==> src/rtl/gpio_pkg.sv <==
// package: register map, fields and sense encodings of the gpio port
package gpio_pkg;
  localparam int          PIN_COUNT       = 8;
  localparam logic [5:0]  OFS_DRIVE_EN    = 6'h00;
  localparam logic [5:0]  OFS_DIR_SET     = 6'h01;
  localparam logic [5:0]  OFS_DIR_CLR     = 6'h02;
  localparam logic [5:0]  OFS_DIR_FLIP    = 6'h03;
  localparam logic [5:0]  OFS_LEVEL       = 6'h04;
  localparam logic [5:0]  OFS_LVL_SET     = 6'h05;
  localparam logic [5:0]  OFS_LVL_CLR     = 6'h06;
  localparam logic [5:0]  OFS_LVL_FLIP    = 6'h07;
  localparam logic [5:0]  OFS_PIN_IN      = 6'h08;
  localparam logic [5:0]  OFS_FLAGS       = 6'h09;
  localparam logic [5:0]  OFS_PIN_CFG     = 6'h10;
  // alias bank: drive enable, level, input, flags
  localparam logic [5:0]  OFS_ALIAS_BASE  = 6'h20;
  localparam logic [5:0]  OFS_ALIAS_DIR   = 6'h20;
  localparam logic [5:0]  OFS_ALIAS_LVL   = 6'h21;
  localparam logic [5:0]  OFS_ALIAS_IN    = 6'h22;
  localparam logic [5:0]  OFS_ALIAS_FLAGS = 6'h23;
  localparam logic [7:0]  RESET_BYTE      = 8'h00;
  localparam int          CFG_FLIP_BIT    = 7;
  localparam int          CFG_PULL_BIT    = 3;
  localparam int          CFG_SENSE_LSB   = 0;
  localparam logic [7:0]  CFG_WRITE_MASK  = 8'h8f;
  localparam logic [7:0]  IRQ_VECTOR_OFS  = 8'h00;
  localparam int          DEAD_CYCLES     = 3;

  typedef enum logic [2:0] {
    SENSE_NONE  = 3'h0,
    SENSE_BOTH  = 3'h1,
    SENSE_RISE  = 3'h2,
    SENSE_FALL  = 3'h3,
    SENSE_OFF   = 3'h4,
    SENSE_LOW   = 3'h5
  } sense_e;

  typedef struct packed {
    logic [5:0] addr;
    logic [7:0] wdata;
    logic       wr;
    logic       rd;
  } bus_req_s;

  typedef struct packed {
    logic [7:0] in;
    logic [7:0] out;
    logic [7:0] oe;
    logic [7:0] pull;
  } pad_s;
endpackage : gpio_pkg

==> src/rtl/gpio_port.sv <==
// gpio port: direction, level, input sync, per pin config, sensing, flags
//
// Our own choices: the address-and-strobe port and the placing of the registers.
`timescale 1ns/100ps

// Overview of operation
// - after reset all pads are inputs with drivers off and input buffers on
// - input value register is fed through a two stage synchroniser
// - synchroniser of a pin with input-off sense is held, not clocked
// - pin level is readable whether the pin is input or output
// - config register of pin n sits at offset 0x10 plus n
// - drive-enable bit one makes pin an output, zero an input
// - drive-enable set strobe sets only the ones written
// - drive-enable clear strobe clears only the ones written
// - drive-enable flip strobe inverts the ones written
// - level set and clear strobes set or clear written ones only
// - writing ones to level flip or input register inverts level bits
// - input bit reflects pin only while sense is not input-off
// - alias bank mirrors direction, level, input and flags exactly
// - polarity flip inverts the output path and the sensed input, not the input value register
// - changing polarity flip makes an edge seen by sensing
// - pull resistor bit one enables the pullup
// - sense select picks none, both, rise, fall, low or input-off
// - partly async pins wake only for both-edge or low level
// - async sensing wakes the device even with no clock running
// - sense condition sets the pin's flag bit
// - interrupt request is high while an enabled pin has its flag set
// - all pins share one vector at offset 0x00
// - partly async pins raise no new interrupt for three cycles
// - level bit drives the pin only while direction is output
// - port runs on main clock, sync stops when it stops
module gpio_port
  import gpio_pkg::*;
#(
  parameter int                   PINS       = gpio_pkg::PIN_COUNT,
  parameter logic [PINS-1:0]      ASYNC_PINS = 8'h04
)(
  // clock and reset
  input  wire logic               core_clk,
  input  wire logic               resetn,
  // register port
  input  wire gpio_pkg::bus_req_s bus_req,
  output logic [7:0]              rdata,
  // pads
  input  wire logic [PINS-1:0]    pad_in,
  output logic [PINS-1:0]         pad_out,
  output logic [PINS-1:0]         pad_oe,
  output logic [PINS-1:0]         pad_pull,
  output logic [PINS-1:0]         pad_in_en,
  // interrupt and wake
  output logic                    irq,
  output logic [7:0]              irq_vector,
  output logic                    wake
);
  import gpio_pkg::*;

  logic [PINS-1:0] drive_en;
  logic [PINS-1:0] level;
  logic [PINS-1:0] pin_event_flags;
  logic [7:0]      per_pin_config [PINS];
  logic [PINS-1:0] sync1;
  logic [PINS-1:0] sync2;
  logic [PINS-1:0] sensed_prev;
  logic [PINS-1:0] rdata_valid_unused;
  logic [1:0]      dead_cnt [PINS];
  logic [7:0]      rdata_q;

  function automatic logic hit(input logic [5:0] a, input logic [5:0] ofs);
    hit = bus_req.wr && (a == ofs);
  endfunction : hit

  wire [5:0] a = bus_req.addr;
  wire [7:0] wd = bus_req.wdata;

  // register decode, alias bank folded onto the regular offsets
  wire wr_dir      = hit(a, OFS_DRIVE_EN) || hit(a, OFS_ALIAS_DIR);
  wire wr_dir_set  = hit(a, OFS_DIR_SET);
  wire wr_dir_clr  = hit(a, OFS_DIR_CLR);
  wire wr_dir_flip = hit(a, OFS_DIR_FLIP);
  wire wr_lvl      = hit(a, OFS_LEVEL) || hit(a, OFS_ALIAS_LVL);
  wire wr_lvl_set  = hit(a, OFS_LVL_SET);
  wire wr_lvl_clr  = hit(a, OFS_LVL_CLR);
  wire wr_lvl_flip = hit(a, OFS_LVL_FLIP) || hit(a, OFS_PIN_IN)
                     || hit(a, OFS_ALIAS_IN);
  wire wr_flags    = hit(a, OFS_FLAGS) || hit(a, OFS_ALIAS_FLAGS);
  wire cfg_sel     = bus_req.wr && (a >= OFS_PIN_CFG) && (a < OFS_PIN_CFG + 6'(PINS));
  wire [5:0] cfg_idx = a - OFS_PIN_CFG;

  wire [PINS-1:0] wd_p = wd[PINS-1:0];

  wire [PINS-1:0] next_drive_en =
      wr_dir      ? wd_p :
      wr_dir_set  ? (drive_en | wd_p) :
      wr_dir_clr  ? (drive_en & ~wd_p) :
      wr_dir_flip ? (drive_en ^ wd_p) : drive_en;

  wire [PINS-1:0] next_level =
      wr_lvl      ? wd_p :
      wr_lvl_set  ? (level | wd_p) :
      wr_lvl_clr  ? (level & ~wd_p) :
      wr_lvl_flip ? (level ^ wd_p) : level;

  always_ff @(posedge core_clk or negedge resetn)
  begin
    if (!resetn)
    begin
      drive_en <= '0;
      level    <= '0;
    end
    else
    begin
      drive_en <= next_drive_en;
      level    <= next_level;
    end
  end

  // per pin logic
  logic [PINS-1:0] flip;
  logic [PINS-1:0] in_off;
  logic [PINS-1:0] cond;
  logic [PINS-1:0] enabled;
  logic [PINS-1:0] wake_ok;
  logic [PINS-1:0] next_flags;

  genvar n;
  generate
    for (n = 0; n < PINS; n++)
    begin : g_pin
      wire [2:0] sense     = per_pin_config[n][CFG_SENSE_LSB +: 3];
      assign flip[n]       = per_pin_config[n][CFG_FLIP_BIT];
      assign in_off[n]     = (sense == SENSE_OFF);
      assign enabled[n]    = (sense == SENSE_BOTH) || (sense == SENSE_RISE)
                             || (sense == SENSE_FALL) || (sense == SENSE_LOW);
      assign pad_out[n]    = level[n] ^ flip[n];
      assign pad_oe[n]     = drive_en[n];
      assign pad_pull[n]   = per_pin_config[n][CFG_PULL_BIT];
      assign pad_in_en[n]  = ~in_off[n];

      // sensed value includes polarity, so a flip change is an edge
      wire sensed = sync2[n] ^ flip[n];
      wire rise   = sensed & ~sensed_prev[n];
      wire fall   = ~sensed & sensed_prev[n];
      wire dead   = !ASYNC_PINS[n] && (dead_cnt[n] != 2'h0);
      always_comb
      begin
        case (sense)
          SENSE_BOTH: cond[n] = rise | fall;
          SENSE_RISE: cond[n] = rise;
          SENSE_FALL: cond[n] = fall;
          SENSE_LOW:  cond[n] = ~sensed;
          default:    cond[n] = 1'b0;
        endcase
      end
      wire fire = cond[n] && !dead;
      // set wins over a clear in the same cycle
      assign next_flags[n] = fire || (pin_event_flags[n] && !(wr_flags && wd[n]));

      // wake is combinational on the raw pad so it works with no clock
      wire raw = pad_in[n] ^ flip[n];
      assign wake_ok[n] = ASYNC_PINS[n] ? enabled[n]
                          : ((sense == SENSE_BOTH) || (sense == SENSE_LOW));
      always_ff @(posedge core_clk or negedge resetn)
      begin
        if (!resetn)
        begin
          per_pin_config[n] <= RESET_BYTE;
          sync1[n]          <= 1'b0;
          sync2[n]          <= 1'b0;
          sensed_prev[n]    <= 1'b0;
          dead_cnt[n]       <= 2'h0;
        end
        else
        begin
          if (cfg_sel && cfg_idx == 6'(n))
            per_pin_config[n] <= wd & CFG_WRITE_MASK;
          if (!in_off[n])
          begin
            sync1[n] <= pad_in[n];
            sync2[n] <= sync1[n];
          end
          sensed_prev[n] <= sensed;
          if (fire)
            dead_cnt[n] <= 2'(DEAD_CYCLES);
          else if (dead_cnt[n] != 2'h0)
            dead_cnt[n] <= dead_cnt[n] - 2'h1;
        end
      end
      assign rdata_valid_unused[n] = raw;
    end
  endgenerate

  always_ff @(posedge core_clk or negedge resetn)
  begin
    if (!resetn)
      pin_event_flags <= '0;
    else
      pin_event_flags <= next_flags;
  end

  // input value: raw synchronised level, zero while input is off
  wire [PINS-1:0] pin_in_value = sync2 & ~in_off;

  // async wake on raw pad: edge/level condition on enabled pin, only both or low on partly async pins
  assign wake = |(wake_ok & (rdata_valid_unused ^ sync2 | ~rdata_valid_unused)
                 & (ASYNC_PINS | ~in_off)) && |enabled;

  assign irq        = |(pin_event_flags & enabled);
  assign irq_vector = IRQ_VECTOR_OFS;

  // read mux
  logic [7:0] next_rdata;
  always_comb
  begin
    next_rdata = 8'h00;
    if (a == OFS_DRIVE_EN || a == OFS_DIR_SET || a == OFS_DIR_CLR
        || a == OFS_DIR_FLIP || a == OFS_ALIAS_DIR)
      next_rdata = 8'(drive_en);
    else if (a == OFS_LEVEL || a == OFS_LVL_SET || a == OFS_LVL_CLR
             || a == OFS_LVL_FLIP || a == OFS_ALIAS_LVL)
      next_rdata = 8'(level);
    else if (a == OFS_PIN_IN || a == OFS_ALIAS_IN)
      next_rdata = 8'(pin_in_value);
    else if (a == OFS_FLAGS || a == OFS_ALIAS_FLAGS)
      next_rdata = 8'(pin_event_flags);
    else if (a >= OFS_PIN_CFG && a < OFS_PIN_CFG + 6'(PINS))
      next_rdata = per_pin_config[cfg_idx[2:0]];
  end

  always_ff @(posedge core_clk or negedge resetn)
  begin
    if (!resetn)
      rdata_q <= 8'h00;
    else
      rdata_q <= bus_req.rd ? next_rdata : 8'h00;
  end
  assign rdata = rdata_q;
endmodule : gpio_port

==> config.mk <==
export PLATFORM = sky130hd
export DESIGN_NAME = gpio_port
export DESIGN_NICKNAME = d
export VERILOG_FILES = /design/src/rtl/gpio_pkg.sv /design/src/rtl/gpio_port.sv
export SDC_FILE = /design/constraint.sdc
export NUM_CORES = 1
export LEC_CHECK = 0
export ABC_CLOCK_PERIOD_IN_PS = 2800
export BUFFER_PORTS_ARGS = -buffer_cell sky130_fd_sc_hd__buf_2
export CORE_MARGIN = 1.5
export CORE_UTILIZATION = 30
export CTS_CLUSTER_SIZE = 30
export DETAILED_ROUTE_END_ITERATION = 10
export SLEW_MARGIN = 20
export SYNTH_ARGS = -nofsm -noshare
export SYNTH_HDL_FRONTEND = slang
export SYNTH_SLANG_ARGS = --single-unit
==> constraint.sdc <==
create_clock -name core_clk -period 2.8 [get_ports core_clk]
set_input_delay 0.28 -clock core_clk [delete_from_list [all_inputs] [get_ports core_clk]]
set_output_delay 0.28 -clock core_clk [all_outputs]
set_load 0.01 [all_outputs]
==> flow_summary.ini <==
[run_status]
status = completed

[hold_path]
whs_endpoint = sync1[5]
worstHoldStart = pad_in[5]
whs_path_depth = 2
hp-class = in -> reg

[worst_setup_path]
crit_type = reg -> out
slowest_delay_ns = 0.53
startpoint_type = register
cp-startpoint = flip[4]
cp_num_buf_inv = 1
cp.required_ns = 2.52
critPathTopFamily = simple AND/OR/NAND/NOR gates
crit_path_end_kind = primary output
reg2reg_slack_ns = 0.86
path_cells = xor2_1 -> a21oi_1 -> nor4_1 -> nand2_1 -> buf_2
cp_max_fo = 5
r2r_end = dead_cnt[14]
r2r_cells = 7
cp_slowest_cell = nor4_1
r2r-start = flip[0]
crit_arrival_ns = 2.05

[synth]
syn_avg_cell_area_um2 = 10.3
synth_seq_cells = 110
synth_edf_count = 0
yosysWarnings = 0
synthFlopType = dfrtp_1
netlist_area_um2 = 7190
ys_seq_area_share_pct = 38.3
synth.top_cell.area_share_pct = 38.3
syn-instance-count = 696
synth_cell_types = 63
synthArstFlopShare_pct = 100
yosys.area.top_type = dfrtp_1
synthTopCellsByArea = dfrtp_1, ha_1, mux2_2

[cts]
cts_sinks = 110
clk_latency_ns = 0.37
clk_pin_slew_worst_paths_ns = 0.08
post_cts_buffers = 0
cts_tree = done
root_buffer = clkbuf_16
h-tree-depth = 3
cts_buffers = 9
cts_buffer_depth = 2

[global_routing]
grt_max_degree = 45
grt_pass1_vias = 5339
antenna_found_initial = 1
grt_pass1_wl_mm = 31.9
grt_overflow = 0
grt_use_total_pct = 17.3

[die]
start_util_pct = 30.6
core_area_um2 = 23500
rows = 56
io_pins = 76
die_h_um = 158
die-area_um2 = 24900
die_w_um = 158

[timing]
setup_viol = 0
period_share_pct = 83.2
min_period_ns = 2.33
fin_setup_tns_ns = 0
worst_pin_slew_ns = 1.10
finalMaxSlewViolations = 0
rsz0062_at_grt = no
slew_headroom_pct = 26.5
finalHoldViolations = 0
fin_skew_ns = 0.0118
fmax_mhz = 429

[route]
vias = 5576
drt_iter0_markers = 412
drc = 0
detail-route-antenna-nets = 0
first_pass_iters = 5
wl_per_cell_um = 19.3
via_per_inst = 5.16
drt-total-wl_mm = 20.9

[power_and_ir_drop]
leakage_nw = 3.81
power.density_nw_per_um2 = 717
ir_drop_mv = 0.336

[layout]
fin_nets = 837
stdcell_area_um2 = 8200
area_growth_pct = 14.1
drive_gt1_share_pct = 23.1

[placement]
io_buffers = 67
place_area_um2 = 7870
dp_hpwl_mm = 15.3
gp_congestion = 0.853

[run]
cap_violations = 0
[kinds of logic after synthesis]
| group | Yosys count | share of synthesized area (%) |
|---|---|---|
| simple gates | 151 | 11.4 |
| buf+inv | 115 | 6.87 |
| xor+xnor | 24 | 2.92 |
| fa+ha+maj | 55 | 9.57 |
| mux | 87 | 14.9 |
| compound gates | 153 | 16.0 |
| other cells | 1 | 0.0522 |
| flops | 110 | 38.3 |
[area by class of cell]
type,count,area [um2]
repair buffers,82,478
diodes,1,2.50
clock buffers,9,225
flip-flops and latches,110,2750
clock inverters,7,92.6
multi-input cells,478,3970
inverters,75,282
fillers,2372,15300
well taps,319,399
[synth_stat cells (4+ instances only)]
| library cell | n |
|---|---|
| a21oi_1 | 29 |
| mux2_2 | 58 |
| nor2b_1 | 5 |
| clkbuf_1 | 15 |
| nor2_1 | 32 |
| mux2i_1 | 19 |
| o211ai_1 | 7 |
| mux4_2 | 9 |
| o31ai_1 | 8 |
| a32o_1 | 6 |
| inv_1 | 75 |
| nand3_1 | 7 |
| dfrtp_1 | 110 |
| nand2b_1 | 23 |
| a21o_1 | 6 |
| ha_1 | 55 |
| a22oi_1 | 9 |
| a31oi_1 | 9 |
| o21ai_0 | 15 |
| a2111oi_0 | 9 |
| o221a_2 | 4 |
| xor2_1 | 22 |
| nor3_1 | 9 |
| nand2_1 | 39 |
| nand4_1 | 10 |
| o22ai_1 | 5 |
| buf_4 | 9 |
| o41ai_1 | 8 |
| a221o_1 | 8 |
| nand3b_1 | 4 |
| buf_2 | 11 |
| a22o_1 | 13 |
[flip-flops by register name, summed over array words and instances (netlist names)]
register         flops
pad_pull             8
sync1                8
pin_event_flags      8
sensed_prev          8
g_pin.sense         24
rdata                8
flip                 8
sync2                8
dead_cnt            14
level                8
pad_oe               8
[cells in the final DEF (no fill, tap or decap), types with 6 or more instances in the layout]
cell,synthesis,routed
a2111oi_0,9,9
a21o_1,6,6
a21oi_1,29,29
a221o_1,8,8
a22o_1,13,13
a22oi_1,9,9
a31oi_1,9,9
a32o_1,6,6
buf_2,11,66
buf_4,9,13
clkbuf_16,0,9
conb_1,1,8
dfrtp_1,110,110
ha_1,55,55
inv_1,75,75
mux2_2,58,58
mux2i_1,19,19
mux4_2,9,9
nand2_1,39,39
nand2b_1,23,23
nand3_1,7,7
nand4_1,10,10
nor2_1,32,32
nor3_1,9,9
o211ai_1,7,7
o21ai_0,15,15
o31ai_1,8,8
o41ai_1,8,8
xor2_1,22,22
[routing by layer]
metal  GRT usage (%)  share of wire, %
met1            23.3                45
met2            27.2                46
met3            3.72               6.2
met4            6.60               2.9
met5               0                 0
[where the power goes]
group          internal (mW)  switching (mW)  leakage [nW]  total (mW)
Clock                  0.717           0.683         0.148        1.40
Sequential              1.98           0.472          1.36        2.45
Combinational          0.963            1.07          2.30        2.03
Total                   3.66            2.22          3.81        5.88
[stage by stage]
step                hold WS, ns  util (%)  setup WS (ns)  instances  total power, mW
floorplan               -0.0156         -           1.00        703             3.77
global placement          0.287      33.5          0.444       1063             4.44
detailed placement        0.284      33.5          0.483       1063             4.51
CTS                       0.160      34.9          0.470       1080             5.92
global route              0.161      34.9          0.408       1080             6.30
finish                    0.170      34.9          0.470       1081             5.88
[how the worst max path moves through the flow]
stage	endpoint	slack [ns]	depth (start not counted)
2_1_floorplan	rdata[2]	1.00	6
3_3_place_gp	rdata[0]	0.44	5
3_5_place_dp	rdata[0]	0.48	5
4_1_cts	wake	0.47	6
5_1_grt	wake	0.41	6
6_report	wake	0.47	5
[repair_timing]
item,in CTS,in global routing
resized for setup,0,0
hold endpoints to repair,34,0
hold buffers,1,0
No activity file was read; power rests on OpenSTA's default activity.
